==> config.mk <==
export PLATFORM = sky130hd
export DESIGN_NAME = timer_b
export DESIGN_NICKNAME = d
export VERILOG_FILES = /design/src/design/timer_b_pkg.sv /design/src/design/timer_b.sv
export SDC_FILE = /design/constraint.sdc
export NUM_CORES = 1
export LEC_CHECK = 0
export BUFFER_PORTS_ARGS = -buffer_cell sky130_fd_sc_hd__buf_2
export CAP_MARGIN = 20
export CORE_ASPECT_RATIO = 0.9
export CORE_MARGIN = 3
export CORE_UTILIZATION = 53
export CTS_BUF_LIST = sky130_fd_sc_hd__clkbuf_8 sky130_fd_sc_hd__clkbuf_16
export DETAILED_ROUTE_END_ITERATION = 7
export PLACE_DENSITY = 0.83
export SYNTH_ARGS = -nofsm -noshare
export SYNTH_HDL_FRONTEND = slang
export SYNTH_SLANG_ARGS = --single-unit
export TNS_END_PERCENT = 5
==> constraint.sdc <==
create_clock -name clk_sys -period 5.33 [get_ports clk_sys]
set_clock_uncertainty 0.15 [all_clocks]
set_input_delay 0.533 -clock clk_sys [delete_from_list [all_inputs] [get_ports clk_sys]]
set_output_delay 0.533 -clock clk_sys [all_outputs]
set_load 0.05 [all_outputs]
==> src/design/timer_b_pkg.sv <==
// Package: register map, field layout and types of the two-channel capture/compare timer
package timer_b_pkg;
  localparam logic [7:0] REG_MAIN_CTRL = 8'h00;
  localparam logic [7:0] REG_CNT_HI = 8'h04;
  localparam logic [7:0] REG_CNT_LO = 8'h08;
  localparam logic [7:0] REG_PER_HI = 8'h0C;
  localparam logic [7:0] REG_PER_LO = 8'h10;
  localparam logic [7:0] REG_CH0_CTRL = 8'h14;
  localparam logic [7:0] REG_CH0_HI = 8'h18;
  localparam logic [7:0] REG_CH0_LO = 8'h1C;
  localparam logic [7:0] REG_CH1_CTRL = 8'h20;
  localparam logic [7:0] REG_CH1_HI = 8'h24;
  localparam logic [7:0] REG_CH1_LO = 8'h28;
  localparam logic [7:0] REG_PIN_STATUS = 8'h2C;
  // Main control bit positions
  localparam int MC_FLAG = 7;
  localparam int MC_IE = 6;
  localparam int MC_HALT = 5;
  localparam int MC_CLR = 4;
  localparam int MC_PS_LSB = 0;
  // Channel control bit positions
  localparam int CC_FLAG = 7;
  localparam int CC_IE = 6;
  localparam int CC_MSB = 5;
  localparam int CC_MSA = 4;
  localparam int CC_ELB = 3;
  localparam int CC_ELA = 2;
  localparam int CC_TOV = 1;
  localparam int CC_MAX = 0;
  localparam logic [15:0] PERIOD_RESET = 16'hFFFF;
  localparam logic [15:0] COUNT_ZERO = 16'h0000;
  localparam logic [2:0] PS_INVALID = 3'h7;
  localparam logic [1:0] EL_OFF = 2'h0;
  localparam logic [1:0] EL_RISE = 2'h1;
  localparam logic [1:0] EL_FALL = 2'h2;
  localparam logic [1:0] EL_ANY = 2'h3;
  localparam logic [1:0] HTRANS_NONSEQ = 2'h2;
  localparam logic [2:0] HSIZE_WORD = 3'h2;

  typedef enum logic [1:0] {
    MODE_PRESET = 2'b00,
    MODE_CAPTURE = 2'b01,
    MODE_COMPARE = 2'b10
  } ch_mode_e;

  typedef struct packed {
    logic flag;
    logic irq_en;
    logic buffered_mode_sel;
    logic direction_mode_sel;
    logic [1:0] edge_level_sel;
    logic overflow_toggle_en;
    logic full_duty_force;
    logic max_active;
    logic out_level;
    logic flag_armed;
    logic [15:0] value;
    logic [7:0] cap_lo_latch;
    logic hi_read_lock;
    logic hi_write_lock;
    logic [7:0] wr_hi_pend;
    logic pin_prev;
  } channel_s;

  typedef struct packed {
    logic sel;
    logic write;
    logic [7:0] addr;
  } ahb_req_s;
endpackage

==> src/design/timer_b.sv <==
// Two-channel 16-bit capture/compare/PWM timer with AHB-Lite register slave
//
// Contract
// (RQ1) Halt plus clear in one write stops counter at zero.
// (RQ2) Prescaler codes 0..6 divide bus clock by 1..64; reset clears.
// (RQ3) High count read latches low byte until low byte read.
// (RQ4) Count registers read-only; cleared by reset and counter clear.
// (RQ5) Count equal to period sets overflow flag; next tick restarts at zero.
// (RQ6) Period high write suppresses overflow until low byte written.
// (RQ7) Reset sets period registers to all ones.
// (RQ8) Channel flag set on capture edge or compare match.
// (RQ9) Flag clear needs read while set then write 0; new event wins.
// (RQ10) Channel irq enable gates channel interrupt; reset clears.
// (RQ11) Buffered mode bit only in channel 0; reset clears.
// (RQ12) Direction bit picks capture/compare, or initial level when edge field 00.
// (RQ13) Software halts and clears counter before changing mode bits.
// (RQ14) Edge field 00 leaves pin to port, presets output state.
// (RQ15) Capture edges: rising 01, falling 10, either 11.
// (RQ16) Compare action: toggle 01, clear 10, set 11.
// (RQ17) Overflow toggle bit toggles compare output each overflow.
// (RQ18) Overflow action beats simultaneous compare action.
// (RQ19) Full-duty force gives 100 percent from next period.
// (RQ20) Channel value holds capture or compare value; reset undefined.
// (RQ21) Capture: value high read blocks captures until low read.
// (RQ22) Compare: value high write blocks matches until low written.
// (RQ23) Halt bit freezes counting; reset sets it.
// (RQ24) Counter clear zeroes counter and prescaler; self-clears, reads 0.
// (RQ25) Buffered mode links channels 0 and 1; channel 0 values first.
// (RQ26) 16-bit counter increments on each prescaled tick when running.
`timescale 1ns/1ps
module timer_b
  import timer_b_pkg::*;
#(
  parameter int NUM_CH = 2
)
(
  input wire logic clk_sys,
  input wire logic reset_n,
  input wire logic hsel,
  input wire logic [31:0] haddr,
  input wire logic [1:0] htrans,
  input wire logic hwrite,
  input wire logic [2:0] hsize,
  input wire logic [31:0] hwdata,
  input wire logic hready,
  output logic [31:0] hrdata,
  output logic hreadyout,
  output logic hresp,
  input wire logic [NUM_CH-1:0] channel_pin_in,
  output logic [NUM_CH-1:0] channel_pin_out,
  output logic [NUM_CH-1:0] channel_pin_oe,
  output logic overflow_irq,
  output logic [NUM_CH-1:0] channel_irq
);

  typedef struct packed {
    ahb_req_s req;
    logic [31:0] rdata;
    logic counter_halt;
    logic overflow_flag;
    logic overflow_irq_enable;
    logic ovf_armed;
    logic [2:0] prescale_sel;
    logic [5:0] prescaler;
    logic [15:0] count;
    logic [15:0] period;
    logic period_hi_lock;
    logic [7:0] period_hi_pend;
    logic [7:0] count_lo_latch;
    logic count_lo_held;
    logic buf_active_ch1;
    channel_s [NUM_CH-1:0] ch;
    logic [NUM_CH-1:0] pin_out;
    logic [NUM_CH-1:0] pin_oe;
    logic ovf_irq;
    logic [NUM_CH-1:0] ch_irq;
  } state_s;

  state_s st;
  state_s next_st;
  logic rst_meta;
  logic rst_sync_n;

  // Tick when the low prescaler bits selected by the code are all ones
  function automatic logic prescale_tick(input logic [2:0] sel, input logic [5:0] pre);
    logic [5:0] mask;
    mask = 6'h00;
    for (int i = 0; i < 6; i++)
    begin
      if (i < int'(sel))
      begin
        mask[i] = 1'b1;
      end
    end
    return (pre & mask) == mask;
  endfunction

  // Decode a channel's mode from its select bits
  function automatic ch_mode_e chan_mode(input channel_s c);
    if (c.edge_level_sel == EL_OFF)
    begin
      return MODE_PRESET;
    end
    else if (c.buffered_mode_sel || c.direction_mode_sel)
    begin
      return MODE_COMPARE;
    end
    return MODE_CAPTURE;
  endfunction

  // Reset release through two flops; assertion stays asynchronous
  always_ff @(posedge clk_sys or negedge reset_n)
  begin
    if (!reset_n)
    begin
      rst_meta <= 1'b0;
      rst_sync_n <= 1'b0;
    end
    else
    begin
      rst_meta <= 1'b1;
      rst_sync_n <= rst_meta;
    end
  end

  // Outputs come straight from the state register; zero-wait slave, always OKAY
  assign hrdata = st.rdata;
  assign hreadyout = 1'b1;
  assign hresp = 1'b0;
  assign channel_pin_out = st.pin_out;
  assign channel_pin_oe = st.pin_oe;
  assign overflow_irq = st.ovf_irq;
  assign channel_irq = st.ch_irq;

  // State register; reset branch holds constants only
  always_ff @(posedge clk_sys or negedge rst_sync_n)
  begin
    if (!rst_sync_n)
    begin
      st <= '0;
      st.counter_halt <= 1'b1; // RQ23
      st.period <= PERIOD_RESET; // RQ7
    end
    else
    begin
      st <= next_st;
    end
  end

  // All state advances here
  always_comb
  begin
    logic tick;
    logic ovf;
    logic wr;
    logic rd;
    logic [7:0] wd;
    logic [7:0] a;
    logic [7:0] ctl;
    ch_mode_e m;
    logic match;
    logic edge_hit;
    logic pin_now;
    logic src_ch1;
    logic [15:0] cmp_val;
    logic [NUM_CH-1:0] ev;
    tick = 1'b0;
    ovf = 1'b0;
    wr = 1'b0;
    rd = 1'b0;
    wd = 8'h00;
    a = 8'h00;
    ctl = 8'h00;
    m = MODE_PRESET;
    match = 1'b0;
    edge_hit = 1'b0;
    pin_now = 1'b0;
    src_ch1 = 1'b0;
    cmp_val = COUNT_ZERO;
    ev = '0;
    next_st = st;

    // Bus: address phase captured, data phase acts next cycle with zero wait
    next_st.req.sel = hsel && hready && (htrans == HTRANS_NONSEQ);
    next_st.req.write = hwrite;
    next_st.req.addr = haddr[7:0];
    wr = st.req.sel && st.req.write;
    rd = st.req.sel && !st.req.write;
    wd = hwdata[7:0];
    a = st.req.addr;

    // Prescaler and counter
    tick = !st.counter_halt && prescale_tick(st.prescale_sel, st.prescaler);
    ovf = tick && (st.count == st.period); // RQ5
    if (!st.counter_halt)
    begin
      next_st.prescaler = st.prescaler + 6'h01;
    end
    if (tick) // RQ23
    begin
      next_st.count = ovf ? COUNT_ZERO : st.count + 16'h0001; // RQ26 RQ5
    end
    if (ovf && !st.period_hi_lock) // RQ6
    begin
      next_st.overflow_flag = 1'b1;
    end

    // Buffered pair flips its active value register each period
    if (ovf && st.ch[0].buffered_mode_sel)
    begin
      next_st.buf_active_ch1 = !st.buf_active_ch1; // RQ25
    end
    next_st.ovf_irq = st.overflow_flag && st.overflow_irq_enable;

    for (int c = 0; c < NUM_CH; c++)
    begin
      m = chan_mode(st.ch[c]);
      pin_now = channel_pin_in[c];
      next_st.ch[c].pin_prev = pin_now;
      if (m == MODE_PRESET)
      begin
        next_st.ch[c].out_level = !st.ch[c].direction_mode_sel; // RQ12 RQ14
        next_st.pin_oe[c] = 1'b0; // RQ14
      end
      else if (m == MODE_CAPTURE)
      begin
        next_st.pin_oe[c] = 1'b0;
        unique case (st.ch[c].edge_level_sel) // RQ15
          EL_RISE: edge_hit = pin_now && !st.ch[c].pin_prev;
          EL_FALL: edge_hit = !pin_now && st.ch[c].pin_prev;
          EL_ANY: edge_hit = pin_now != st.ch[c].pin_prev;
          default: edge_hit = 1'b0;
        endcase
        if (edge_hit && !st.counter_halt && !st.ch[c].hi_read_lock) // RQ21
        begin
          next_st.ch[c].value = st.count; // RQ20
          next_st.ch[c].flag = 1'b1; // RQ8
          ev[c] = 1'b1;
        end
      end
      else
      begin
        // Compare; when buffered, channel 1 releases its pin and channel 0 alternates between both value registers
        next_st.pin_oe[c] = !(c == 1 && st.ch[0].buffered_mode_sel);
        src_ch1 = (c == 0) && st.ch[0].buffered_mode_sel && st.buf_active_ch1;
        cmp_val = src_ch1 ? st.ch[1].value : st.ch[c].value;
        match = tick && (st.count == cmp_val) && !st.ch[c].hi_write_lock; // RQ22
        if (ovf)
        begin
          next_st.ch[c].max_active = st.ch[c].full_duty_force; // RQ19
        end
        if (match)
        begin
          next_st.ch[c].flag = 1'b1; // RQ8
          ev[c] = 1'b1;
        end
        if (ovf && st.ch[c].overflow_toggle_en) // RQ17 RQ18
        begin
          next_st.ch[c].out_level = st.ch[c].max_active ? st.ch[c].out_level
                                                        : !st.ch[c].out_level;
          if (st.ch[c].full_duty_force && !st.ch[c].max_active)
          begin
            next_st.ch[c].out_level = !st.ch[c].out_level;
          end
        end
        else if (match && !(st.ch[c].overflow_toggle_en && st.ch[c].max_active))
        begin
          unique case (st.ch[c].edge_level_sel) // RQ16
            EL_RISE: next_st.ch[c].out_level = !st.ch[c].out_level;
            EL_FALL: next_st.ch[c].out_level = 1'b0;
            EL_ANY: next_st.ch[c].out_level = 1'b1;
            default: next_st.ch[c].out_level = st.ch[c].out_level;
          endcase
        end
      end
      next_st.pin_out[c] = next_st.ch[c].out_level;
      next_st.ch_irq[c] = st.ch[c].flag && st.ch[c].irq_en; // RQ10
    end

    // Register reads and their side effects
    next_st.rdata = 32'h0000_0000;
    if (next_st.req.sel && !hwrite)
    begin
      case (haddr[7:0])
        REG_MAIN_CTRL: next_st.rdata[7:0] = {st.overflow_flag, st.overflow_irq_enable,
                                             st.counter_halt, 1'b0, 1'b0, st.prescale_sel};
        REG_CNT_HI: next_st.rdata[7:0] = st.count[15:8];
        REG_CNT_LO: next_st.rdata[7:0] = st.count_lo_held ? st.count_lo_latch
                                                          : st.count[7:0]; // RQ3
        REG_PER_HI: next_st.rdata[7:0] = st.period[15:8];
        REG_PER_LO: next_st.rdata[7:0] = st.period[7:0];
        REG_CH0_CTRL, REG_CH1_CTRL:
        begin
          ctl = 8'h00;
          for (int c = 0; c < NUM_CH; c++)
          begin
            if (haddr[7:0] == (c == 0 ? REG_CH0_CTRL : REG_CH1_CTRL))
            begin
              ctl = {st.ch[c].flag, st.ch[c].irq_en, st.ch[c].buffered_mode_sel,
                     st.ch[c].direction_mode_sel, st.ch[c].edge_level_sel,
                     st.ch[c].overflow_toggle_en, st.ch[c].full_duty_force};
            end
          end
          next_st.rdata[7:0] = ctl;
        end
        REG_CH0_HI: next_st.rdata[7:0] = st.ch[0].value[15:8];
        REG_CH0_LO: next_st.rdata[7:0] = st.ch[0].hi_read_lock ? st.ch[0].cap_lo_latch
                                                               : st.ch[0].value[7:0];
        REG_CH1_HI: next_st.rdata[7:0] = st.ch[1].value[15:8];
        REG_CH1_LO: next_st.rdata[7:0] = st.ch[1].hi_read_lock ? st.ch[1].cap_lo_latch
                                                               : st.ch[1].value[7:0];
        REG_PIN_STATUS: next_st.rdata[7:0] = {6'h00, st.pin_out};
        default: next_st.rdata = 32'h0000_0000;
      endcase
    end
    if (rd)
    begin
      case (a)
        REG_MAIN_CTRL: next_st.ovf_armed = st.overflow_flag;
        REG_CNT_HI:
        begin
          if (!st.count_lo_held) // RQ3
          begin
            next_st.count_lo_latch = st.count[7:0];
            next_st.count_lo_held = 1'b1;
          end
        end
        REG_CNT_LO: next_st.count_lo_held = 1'b0; // RQ3
        REG_CH0_CTRL: next_st.ch[0].flag_armed = st.ch[0].flag; // RQ9
        REG_CH1_CTRL: next_st.ch[1].flag_armed = st.ch[1].flag; // RQ9
        REG_CH0_HI, REG_CH1_HI:
        begin
          for (int c = 0; c < NUM_CH; c++)
          begin
            if (a == (c == 0 ? REG_CH0_HI : REG_CH1_HI) && chan_mode(st.ch[c]) == MODE_CAPTURE)
            begin
              next_st.ch[c].hi_read_lock = 1'b1; // RQ21
              next_st.ch[c].cap_lo_latch = st.ch[c].value[7:0];
            end
          end
        end
        REG_CH0_LO: next_st.ch[0].hi_read_lock = 1'b0;
        REG_CH1_LO: next_st.ch[1].hi_read_lock = 1'b0;
        default: ;
      endcase
    end

    // Register writes
    if (wr)
    begin
      case (a)
        REG_MAIN_CTRL:
        begin
          next_st.overflow_irq_enable = wd[MC_IE];
          next_st.counter_halt = wd[MC_HALT]; // RQ23
          next_st.prescale_sel = wd[MC_PS_LSB +: 3]; // RQ2
          if (!wd[MC_FLAG] && st.ovf_armed && !(ovf && !st.period_hi_lock))
          begin
            next_st.overflow_flag = 1'b0;
          end
          next_st.ovf_armed = 1'b0;
          if (wd[MC_CLR]) // RQ24 RQ1 RQ4
          begin
            next_st.count = COUNT_ZERO;
            next_st.prescaler = 6'h00;
          end
        end
        REG_PER_HI:
        begin
          next_st.period_hi_pend = wd;
          next_st.period_hi_lock = 1'b1; // RQ6
        end
        REG_PER_LO:
        begin
          next_st.period = {st.period_hi_lock ? st.period_hi_pend : st.period[15:8], wd};
          next_st.period_hi_lock = 1'b0;
        end
        default:
        begin
          for (int c = 0; c < NUM_CH; c++)
          begin
            if (a == (c == 0 ? REG_CH0_CTRL : REG_CH1_CTRL))
            begin
              next_st.ch[c].irq_en = wd[CC_IE]; // RQ10
              next_st.ch[c].buffered_mode_sel = (c == 0) ? wd[CC_MSB] : 1'b0; // RQ11
              next_st.ch[c].direction_mode_sel = wd[CC_MSA]; // RQ12
              next_st.ch[c].edge_level_sel = {wd[CC_ELB], wd[CC_ELA]};
              next_st.ch[c].overflow_toggle_en = wd[CC_TOV];
              next_st.ch[c].full_duty_force = wd[CC_MAX];
              // A fresh event in the clearing cycle keeps the flag
              if (!wd[CC_FLAG] && st.ch[c].flag_armed && !ev[c]) // RQ9
              begin
                next_st.ch[c].flag = 1'b0;
              end
              next_st.ch[c].flag_armed = 1'b0;
            end
            if (a == (c == 0 ? REG_CH0_HI : REG_CH1_HI))
            begin
              next_st.ch[c].wr_hi_pend = wd;
              next_st.ch[c].hi_write_lock = chan_mode(st.ch[c]) == MODE_COMPARE; // RQ22
            end
            if (a == (c == 0 ? REG_CH0_LO : REG_CH1_LO))
            begin
              next_st.ch[c].value = {st.ch[c].wr_hi_pend, wd}; // RQ20
              next_st.ch[c].hi_write_lock = 1'b0;
            end
          end
        end
      endcase
    end
  end
endmodule

Word-level counts from Yosys, hierarchy flattened
Index checks and enable logic that the tools add are counted.

operators by class
  reduce and logical (&&, ||, !) cells = 102
  $add $sub $neg = 2
  equal/unequal tests = 42
  order comparisons = 6
  mux-type cells = 137
  bitwise operators = 7

operator list
  kind                     number
  $mux W16                 12
  $mux W8                  14
  $pmux W8 S11             1
  $mux W1                  72
  $mux W17                 4
  $eq A8 B5 Y1 const B     8
  $eq A8 B6 Y1 const B     7
  $mux W53                 1
  $eq A16 B16 Y1           3
  $reduce_and A3 Y1        14
  $logic_and A1 B1 Y1      41
  $mux W2                  20
  $eq A8 B4 Y1 const B     4
  $mux W28                 1
  $logic_not A1 Y1         26
  $mux W22                 1
  $mux W9                  2
  $add A16 B1 Y16 const B  1
  $eq A8 B3 Y1 const B     2
  $logic_not A8 Y1         2
  $eq A2 B2 Y1 const B     7
  $eq A2 B1 Y1 const B     6
  $pmux W1 S3              4
  $reduce_bool A2 Y1       6
  16 further kinds         37

storage, ports and cells
  register bits after elaboration = 206
  word-level logic and storage cells = 351
  output and inout port bits = 41

Logic depth before layout (Yosys ltp)
Gate-level depths: netlist of run 1.

  depth in word-level cells = 18
  mapped depth = 10
  mapped depth without buffers = 8

Worst setup path before layout of run 1
OpenSTA, ideal clock, no wires.

  path type = input-to-reg
  start point = input channel_pin_in[1]
  end point = register st[81] (netlist name)
  slack = 2.906 ns
  library setup time = 0.137 ns
  arrival time = 2.137 ns
  data required time = 5.043 ns
  stages on the path = 9
  path through = inv_1 -> ha_1 -> mux2i_1 -> a21oi_1 -> nor4_1 -> clkbuf_1 -> buf_2 -> mux2i_1 -> a21oi_1

RTL lines
  what                    line            source
  start: declaration      timer_b.sv:49   input wire logic [NUM_CH-1:0] channel_pin_in,
  end signal: assignment  timer_b.sv:146  st <= next_st;
  end: declaration        timer_b.sv:79   state_s st;

==> results of run 1 <==
-- layer usage --
layer | GRT usage | share of wire
met1 | 0.3992 | 0.43
met2 | 0.4149 | 0.44
met3 | 0.08345 | 0.11
met4 | 0.09492 | 0.026
met5 | 0 | 0
-- worst max-delay path, delay by kind of cell, from the launching register on --
kind	cells	cell delay (ns)
simple gates	5	2.18
flops	1	0.44
compound gates	1	0.09
-- sequential cells by signal, summed over array words and instances (netlist names) --
name,cells
channel_pin_oe,2
rst_sync_n,1
st,164
hrdata,8
overflow_irq,1
channel_irq,2
channel_pin_out,1
rst_meta,1
-- kinds of logic after synthesis --
| logic type | after synthesis | synth area share |
|---|---|---|
| multiplexers | 157 | 0.1747 |
| adder cells (fa/ha/maj) | 6 | 0.007805 |
| flip-flops | 180 | 0.4705 |
| buffers and inverters | 112 | 0.06010 |
| AND/OR/NAND/NOR | 256 | 0.1361 |
| AO/OA/AOI/OAI | 153 | 0.09809 |
| other | 2 | 0.0007808 |
| XOR/XNOR | 57 | 0.05191 |
-- worst min path at each step --
stage	slack, ns	to	depth (start not counted)
3_3_place_gp	0.17	rst_meta	1
2_1_floorplan	0.09	rst_meta	0
5_1_grt	0.05	st[203]	1
4_1_cts	0.05	st[7]	1
6_report	0.07	st[7]	1
3_5_place_dp	0.17	rst_meta	1
-- synth_stat cells (10+ instances only) --
cell      number
nand2b_1      11
dfstp_2       17
o21ai_0       25
dfrtp_1      163
xnor2_1       38
mux2i_1       70
mux2_2        87
nand2_1       42
nand3_1       20
nor3_1        13
nor2_1        86
nand4_1       20
and3_1        10
clkbuf_1      43
a21oi_1       66
xor2_1        19
buf_4         40
inv_1         18
-- layout make-up --
class,count,area (sq um)
fill,1497,7333
multi-input combinational,656,4634
sequential,180,4529
clock buffer,17,425.4
tap,240,300.3
timing repair buffer,47,270.3
clock inverter,15,166.4
inverter,18,67.56
-- repair_timing --
item / 4_1_cts / 5_1_grt
hold buffers: 1 / 0
endpoints found under the hold margin: 2 / 0
buffers inserted: 0 / 0
resized for setup: 0 / 0
-- report_power, final --
part / switching, mW / internal [mW]
registers: 0.243 / 1.50
logic: 0.335 / 0.263
clock network: 0.555 / 0.734
total: 1.13 / 2.49
==> metrics.md, run 1 <==
| Metric | Value |
|---|---|
| Status | `complete, but fails checks` |
| Violations in the final reports | `DRC` |
| Unrepaired setup endpoints after global routing | `false` |
| Floorplan die height | `133.8 um` |
| Global route overflow | `0` |
| Most frequent standard cell in the layout excluding fill and tap cells | `dfrtp_1` |
| First-pass GRT wire length | `41970 um` |
| Pins over their slew limit | `0` |
| Launch point of the critical path | `st[162]` |
| Worst slack at placement | `2.399 ns` |
| Maxcap violations | `0` |
| # rows | `46` |
| Number of CTS-inserted buffers | `17` |
| Instance count of the mapped netlist | `923` |
| Type of the tightest min-delay check | `primary input to flop` |
| Post-place instance area | `0.009792 sq mm` |
| Antenna Cells | `0` |
| Final TNS setup | `0 ns` |
| Final hold violation count | `0` |
| Distinct cell type count of the synthesized netlist | `62` |
| VDD IR max | `0.2565 mV` |
| Yosys synthesis warning count | `0` |
| Cell leakage power | `4.442 nW` |
| Required time worst endpoint | `5.49 ns` |
| # DRC | `3` |
| Clock slew at reported path FFs | `0.07 ns` |
| Clock tree from TritonCTS | `yes` |
| R2r startpoint | `st[162]` |
| Max stage delay cell, worst path | `nor4_2` |
| Clock Sink Count | `180` |
| Initial antenna violation count | `0` |
| Overall power consumption | `3.627 mW` |
| Number of cells on the worst reg-to-reg path | `6` |
| Fmax | `333.1 MHz` |
| Detailed-placement wirelength estimate | `18860 um` |
| Critical Path End Type | `flop` |
| Wire length reported by the detailed router | `27180 um` |
| Layout area overhead | `8.065%` |
| Final instance area | `0.01039 sq mm` |
| Remaining antenna violation count | `0` |
| Slowest stage delay, CP | `0.73 ns` |
| Via count of the first global-routing pass | `7078` |
| Maximum number of pins on one net before global-route repair | `110` |
| Reg-to-Reg End | `st[138]` |
| Origin of the worst min-delay path | `channel_pin_in[0]` |
| Total Routing Usage GR | `0.2810` |
| Clock period minus final worst setup slack | `3.002 ns` |
| Root buf cell | `clkbuf_16` |
| Top library cells by usage in the layout, fill and taps aside | `dfrtp_1 (162), mux2_2 (87), nor2_1 (86), mux2i_1 (70), a21oi_1 (66)` |
| CP startpoint kind | `flop` |
| Seq/Total Area, Yosys | `0.4705` |
| Cell chain of the critical path | `and3b_1 -> a21oi_1 -> nor4_2 -> nand2_1 -> nand2b_1 -> nor2_1` |
| Largest cells by area after synthesis | `dfrtp_1 (42%), mux2_2 (10%), mux2i_1 (7.3%)` |
| DRC marker count from the first detailed-route iteration | `793` |
| Net count of the finished layout | `1002` |
| Critical path fanouts, max | `14` |
| Worst max-slew margin expressed relative to the limit | `0.2610` |
| Final core utilization | `0.5863` |
| Power density relative to cell area | `348.9 mW/mm^2` |
| Die Outline Area | `0.01980 sq mm` |
| Count of buffers from port buffering | `39` |
| Clock latency reported for the late side of the worst-skew pair | `0.45 ns` |
| Core box area | `0.01773 sq mm` |
| Synth top area share | `0.4241` |
| Post-synthesis register bit count | `180` |
| Setup violation total in the final timing report | `0` |
| Reg-to-reg slack, setup | `2.33 ns` |
| DRT Pass-1 Iters | `8` |
| CTS max path bufs | `2` |
| Worst hold-check slack | `0.07062 ns` |
| Synth Cell Area | `0.009618 sq mm` |
| Final cell count without fillers | `1173` |
| Number of synthesized flops with an enable pin | `0` |
| Effective utilization at floorplan | `0.5426` |
| Vias after detailed routing | `7357` |
| Horizontal extent of the die | `148 um` |
| Minimum setup slack in the final design | `2.328 ns` |
| Arrival time of the worst setup path | `3.16 ns` |
| Count of placed standard cells including taps | `1140` |
| Least-Margin Pin Slew | `1.099 ns` |
| Fraction of registers with async set or reset after synthesis | `1.000` |
| CTS H-Tree Depth | `4` |
| Dominant register cell in the synthesized netlist | `dfrtp_1` |
| Final estimated routing congestion in global placement | `1.024` |
| Crit path to | `st[138]` |
| I/O pin count | `117` |
| Biggest area consumer among synthesized cells | `dfrtp_1` |
| Final routed wire length divided by cell count | `23.17 um` |
| Mean cell area of the mapped netlist | `10.42 sq um` |
| Final critical-path share of the clock period | `0.5633` |
| Share of post-route cells with drive strength above 1 | `0.2058` |
| Type of the worst setup path | `flop to flop` |
| Vias per inst | `6.272` |
(Power assumes the default switching activity.)
==> run 2, diff against run 1 <==
==> constraint.sdc (replaced) <==
create_clock -name clk_sys -period 2.62 [get_ports clk_sys]
set_clock_uncertainty 0.15 [all_clocks]
set_input_delay 0.262 -clock clk_sys [delete_from_list [all_inputs] [get_ports clk_sys]]
set_output_delay 0.262 -clock clk_sys [all_outputs]
set_load 0.05 [all_outputs]
==> metrics.md, run 2 (synthesized netlist as in run 1, its figures left out) <==
| Metric | Value |
|---|---|
| Antenna Cells | `0` |
| Net count of the finished layout | `1059` |
| Via count of the first global-routing pass | `7304` |
| Arrival time of the worst setup path | `2.64 ns` |
| Share of post-route cells with drive strength above 1 | `0.2424` |
| Wire length reported by the detailed router | `28520 um` |
| Routed met1 length | `11880 um` |
| Count of buffers from port buffering | `39` |
| Register bank with the most flops | `st` |
| Setup violation total in the final timing report | `0` |
| VDD IR max | `0.5882 mV` |
| Worst hold-check slack | `0.03481 ns` |
| Maxcap violations | `0` |
| Worst path bufs/invs | `1` |
| Number of CTS-inserted buffers | `17` |
| Global route overflow | `0` |
| Clock period minus final worst setup slack | `2.469 ns` |
| Layout area overhead | `12.97%` |
| CTS max path bufs | `2` |
| Fmax | `404.9 MHz` |
| Most frequent standard cell in the layout excluding fill and tap cells | `dfrtp_1` |
| Cell chain of the critical path | `nor3_2 -> nand2_1 -> nor2_1 -> and3_1 -> buf_4 -> mux2_2` |
| Vias after detailed routing | `7695` |
| Met3 wirelength from detailed routing | `3231 um` |
| # rows | `46` |
| Post-place instance area | `0.01017 sq mm` |
| Vias per inst | `6.256` |
| Final estimated routing congestion in global placement | `1.025` |
| Final instance area | `0.01087 sq mm` |
| Critical Path End Type | `flop` |
| Critical path fanouts, max | `8` |
| # DRC | `0` |
| Total Routing Usage GR | `0.2938` |
| DRC marker count from the first detailed-route iteration | `1032` |
| Number of cells on the worst reg-to-reg path | `6` |
| Least-Margin Pin Slew | `0.7558 ns` |
| I/O pin count | `117` |
| Origin of the worst min-delay path | `htrans[0]` |
| Type of the tightest min-delay check | `primary input to flop` |
| CTS H-Tree Depth | `4` |
| Max stage delay cell, worst path | `dfrtp_1` |
| Largest register FFs | `164` |
| Clock Sink Count | `180` |
| Top routing layer in use | `met4` |
| Required time worst endpoint | `2.79 ns` |
| Clock latency reported for the late side of the worst-skew pair | `0.44 ns` |
| Top library cells by usage in the layout, fill and taps aside | `dfrtp_1 (162), mux2_2 (87), nor2_1 (86), mux2i_1 (70), a21oi_1 (66)` |
| DRT Pass-1 Iters | `5` |
| Worst max-slew margin expressed relative to the limit | `0.4962` |
| Hold Path Sink | `st[204]` |
| Maximum number of pins on one net before global-route repair | `53` |
| Clock slew at reported path FFs | `0.07 ns` |
| Overall power consumption | `7.365 mW` |
| Final TNS setup | `0 ns` |
| Number of cells on the worst hold path | `2` |
| CP startpoint kind | `flop` |
| Power density relative to cell area | `677.8 mW/mm^2` |
| Clock tree from TritonCTS | `yes` |
| Core box area | `0.01773 sq mm` |
| Pins over their slew limit | `0` |
| Floorplan die height | `133.8 um` |
| Root buf cell | `clkbuf_16` |
| Final cell count without fillers | `1230` |
| Effective utilization at floorplan | `0.5426` |
| Final hold violation count | `0` |
| Reg-to-reg slack, setup | `0.15 ns` |
| Cell leakage power | `4.723 nW` |
| Remaining antenna violation count | `0` |
| Slowest stage delay, CP | `0.45 ns` |
| Final critical-path share of the clock period | `0.9425` |
| Routed length on met2 | `12720 um` |
| Detailed-placement wirelength estimate | `20300 um` |
| Post-CTS Setup Repair Bufs | `0` |
| Die Outline Area | `0.01980 sq mm` |
| Cell type group with the largest total delay on the critical path | `simple AND/OR/NAND/NOR gates` |
| Type of the worst setup path | `flop to flop` |
| Final routed wire length divided by cell count | `23.19 um` |
| Status | `finished, final reports clean` |
| First-pass GRT wire length | `43950 um` |
| Reg-to-Reg End | `st[12]` |
| Count of placed standard cells including taps | `1186` |
| R2r startpoint | `st[200]` |
| Horizontal extent of the die | `148 um` |
| Initial antenna violation count | `0` |
| Unrepaired setup endpoints after global routing | `false` |
## run 2: changes by cell type in the layout (fill, tap and decap cells not counted)
cell | previous run | this run
clkinv_4 | 1 | 3
clkinv_2 | 3 | 2
inv_6 | 3 | 2
nand3_2 | 0 | 1
buf_4 | 6 | 49
bufinv_16 | 3 | 1
dlygate4sd3_1 | 1 | 12
nand3_1 | 20 | 19
a21oi_4 | 1 | 0
inv_1 | 21 | 20
a21oi_2 | 0 | 1
buf_12 | 1 | 4
clkbuf_8 | 0 | 3
## run 2: worst register-to-register path: stages (launching register included)
cell and delay, ns:
dfrtp_1 0.45, nor3_2 0.40, nand2_1 0.12, nor2_1 0.42, and3_1 0.24, buf_4 0.21
mux2_2 0.37
## run 2: final cells by class
type	count	area [sq um]
fill	1439	6862
multi-input combinational	656	4632
sequential	180	4529
timing repair buffer	104	763.2
clock buffer	20	466.7
tap	240	300.3
clock inverter	12	106.4
inverter	18	67.56
## run 2: worst max path at each step
stage                  from       to  slack, ns  cells past startpoint
floorplan           st[136]   st[90]       0.24                      7
CTS                 st[200]  st[128]       0.09                      5
global placement    st[162]  st[146]       0.31                      7
finish              st[200]   st[12]       0.15                      6
detailed placement  st[162]  st[146]       0.17                      7
global route        st[162]  st[146]       0.04                      7
## run 2: metrics by stage
| step | util | worst slack [ns] |
|---|---|---|
| after floorplan | - | 0.2444 |
| after global routing | 0.6129 | 0.04262 |
| after CTS | 0.6126 | 0.08909 |
| final | 0.6129 | 0.1505 |
| after global placement | 0.5735 | 0.3083 |
| after detailed placement | 0.5735 | 0.1729 |
## run 2: per-layer routing
| metal | global-route usage | vias up |
|---|---|---|
| li1 | - | 3330 |
| met1 | 0.4292 | 3804 |
| met2 | 0.4448 | 499 |
| met3 | 0.06892 | 62 |
| met4 | 0.07901 | 0 |
| met5 | 0 | - |
## run 2: report_power, final
group | total, mW | internal [mW] | switching (mW)
clock | 2.48 | 1.38 | 1.09
sequential | 3.43 | 3.05 | 0.386
combinational | 1.45 | 0.619 | 0.836
total | 7.37 | 5.05 | 2.31
## run 2: timing repair
action | 4_1_cts | 5_1_grt
resized for setup | 0 | 1
endpoints found under the setup margin | 0 | 8
hold endpoints to repair | 12 | 0
hold buffers | 12 | 0
==> run 3, diff against run 2 <==
--- a/config.mk
+++ b/config.mk
@@ -9,10 +9,10 @@
 export CAP_MARGIN = 20
 export CORE_ASPECT_RATIO = 0.9
 export CORE_MARGIN = 3
-export CORE_UTILIZATION = 53
-export CTS_BUF_LIST = sky130_fd_sc_hd__clkbuf_8 sky130_fd_sc_hd__clkbuf_16
+export CORE_UTILIZATION = 55
+export CTS_BUF_LIST = sky130_fd_sc_hd__clkbuf_2
 export DETAILED_ROUTE_END_ITERATION = 7
-export PLACE_DENSITY = 0.83
+export PLACE_DENSITY = 0.85
 export SYNTH_ARGS = -nofsm -noshare
 export SYNTH_HDL_FRONTEND = slang
 export SYNTH_SLANG_ARGS = --single-unit
==> metrics.md, run 3 (synthesized netlist as in run 1, its figures left out) <==
| Metric | Value |
|---|---|
| Maximum number of pins on one net before global-route repair | `55` |
| Detailed-placement wirelength estimate | `20130 um` |
| Setup violation total in the final timing report | `0` |
| Combined area of the multi-input logic cells | `0.004627 sq mm` |
| Type of the tightest min-delay check | `primary input to async pin` |
| Floorplan die height | `131.5 um` |
| Final hold violation count | `0` |
| Status | `finished, final reports clean` |
| Final critical-path share of the clock period | `0.9456` |
| VDD IR max | `0.5387 mV` |
| Share of post-route cells with drive strength above 1 | `0.2379` |
| Minimum setup slack in the final design | `0.1425 ns` |
| Final estimated routing congestion in global placement | `1.028` |
| I/O pin count | `117` |
| Arrival time of the worst setup path | `3.07 ns` |
| Initial antenna violation count | `1` |
| DRC marker count from the first detailed-route iteration | `1148` |
| Worst max-slew margin expressed relative to the limit | `0.5212` |
| Vias after detailed routing | `7740` |
| Clock Sink Count | `180` |
| Register bank with the most flops | `st` |
| Count of fill cells added during filler insertion | `1339` |
| Number of CTS-inserted buffers | `17` |
| Pins over their slew limit | `0` |
| Die Outline Area | `0.01911 sq mm` |
| Count of placed standard cells including taps | `1177` |
| CTS max path bufs | `2` |
| Clock slew at reported path FFs | `0.26 ns` |
| Wire length reported by the detailed router | `28000 um` |
| CTS H-Tree Depth | `4` |
| # rows | `45` |
| Horizontal extent of the die | `145.4 um` |
| Top library cells by usage in the layout, fill and taps aside | `dfrtp_1 (162), mux2_2 (87), nor2_1 (86), mux2i_1 (70), a21oi_1 (66)` |
| Final routed wire length divided by cell count | `22.49 um` |
| Final core utilization | `0.6296` |
| Overall power consumption | `6.276 mW` |
| Cell leakage power | `4.658 nW` |
| Power density relative to cell area | `586.3 mW/mm^2` |
| Worst slack at placement | `0.2386 ns` |
| Core box area | `0.01700 sq mm` |
| Final cell count without fillers | `1245` |
| Maxcap violations | `0` |
| Register Area | `0.004529 sq mm` |
| Critical Path End Type | `flop` |
| Effective utilization at floorplan | `0.5656` |
| Count of instances resized after the clock tree is built | `0` |
| Reg-to-reg slack, setup | `0.14 ns` |
| Total Routing Usage GR | `0.2942` |
| Least-Margin Pin Slew | `0.7182 ns` |
| Post-place instance area | `0.01013 sq mm` |
| Largest register FFs | `164` |
| Fmax | `403.6 MHz` |
| Remaining antenna violation count | `0` |
| # DRC | `0` |
| Final instance area | `0.01071 sq mm` |
| Final TNS setup | `0 ns` |
| Clock tree from TritonCTS | `yes` |
| Net count of the finished layout | `1078` |
| Via count of the first global-routing pass | `7601` |
| Count of buffers from port buffering | `39` |
| Vias per inst | `6.217` |
| Number of cells on the worst reg-to-reg path | `5` |
| Most frequent standard cell in the layout excluding fill and tap cells | `dfrtp_1` |
| DRT Pass-1 Iters | `7` |
| Layout area overhead | `11.31%` |
| Clock latency reported for the late side of the worst-skew pair | `0.80 ns` |
| Critical path fanouts, max | `8` |
| CP startpoint kind | `flop` |
| First-pass GRT wire length | `43330 um` |
| Worst hold-check slack | `0.1283 ns` |
| Global route overflow | `0` |
| R2r startpoint | `st[200]` |
| Clock period minus final worst setup slack | `2.477 ns` |
| Reg-to-Reg End | `st[126]` |
| Type of the worst setup path | `flop to flop` |
| Required time worst endpoint | `3.22 ns` |
| Root buf cell | `clkbuf_2` |
run 3: cell types whose count changed in the layout (fill, tap and decap cells not counted), sizes merged:
cell         change
dlygate4sd3     +20
bufinv           -1
buf              -1
clkbuf           -3
diode            +1
clkinv           +1
inv              +3
run 3: final cells by class:
class | count | area share
flip-flops and latches | 180 | 0.4231
repair buffers | 123 | 0.08929
multi-input cells | 656 | 0.4322
clock buffers | 17 | 0.007948
inverters | 18 | 0.006311
well taps | 235 | 0.02747
diodes | 1 | 0.0002338
clock inverters | 15 | 0.01344
run 3: worst max-delay path by stage:
stage | startpoint | end | slack (ns) | cells past startpoint
after floorplan | st[136] | st[90] | 0.24 | 7
after global placement | st[162] | st[144] | 0.29 | 7
after detailed placement | st[162] | st[142] | 0.24 | 7
after CTS | st[162] | st[142] | 0.18 | 7
after global routing | st[162] | st[142] | -0.03 | 7
final | st[200] | st[126] | 0.14 | 5
run 3: what timing repair did:
action | CTS | global route
endpoints found under the setup margin | 0 | 3
hold buffers | 32 | 0
hold endpoints to repair | 92 | 0
buffers inserted | 0 | 3
run 3: critical path: stages, from the launching register on:
cell	delay (ns)
dfrtp_1	0.54
nor3_2	0.37
nand2_1	0.13
nor2_1	0.33
nand3_1	0.47
mux2_2	0.43
run 3: where the power goes:
group / switching, mW / total [mW] / internal [mW] / leakage, nW
logic: 0.819 / 1.44 / 0.621 / 2.25
clock network: 1.09 / 1.39 / 0.302 / 0.139
registers: 0.399 / 3.45 / 3.05 / 2.26
run 3: per-layer routing:
layer  part of all wire  up-vias  track usage  routed length, um
li1                   -     3355            -                  -
met1               0.41     3810       0.4118              11410
met2               0.44      498       0.4384              12300
met3               0.12       77      0.08138               3307
met4              0.035        0       0.1129                979
met5                  0        -            0                  0
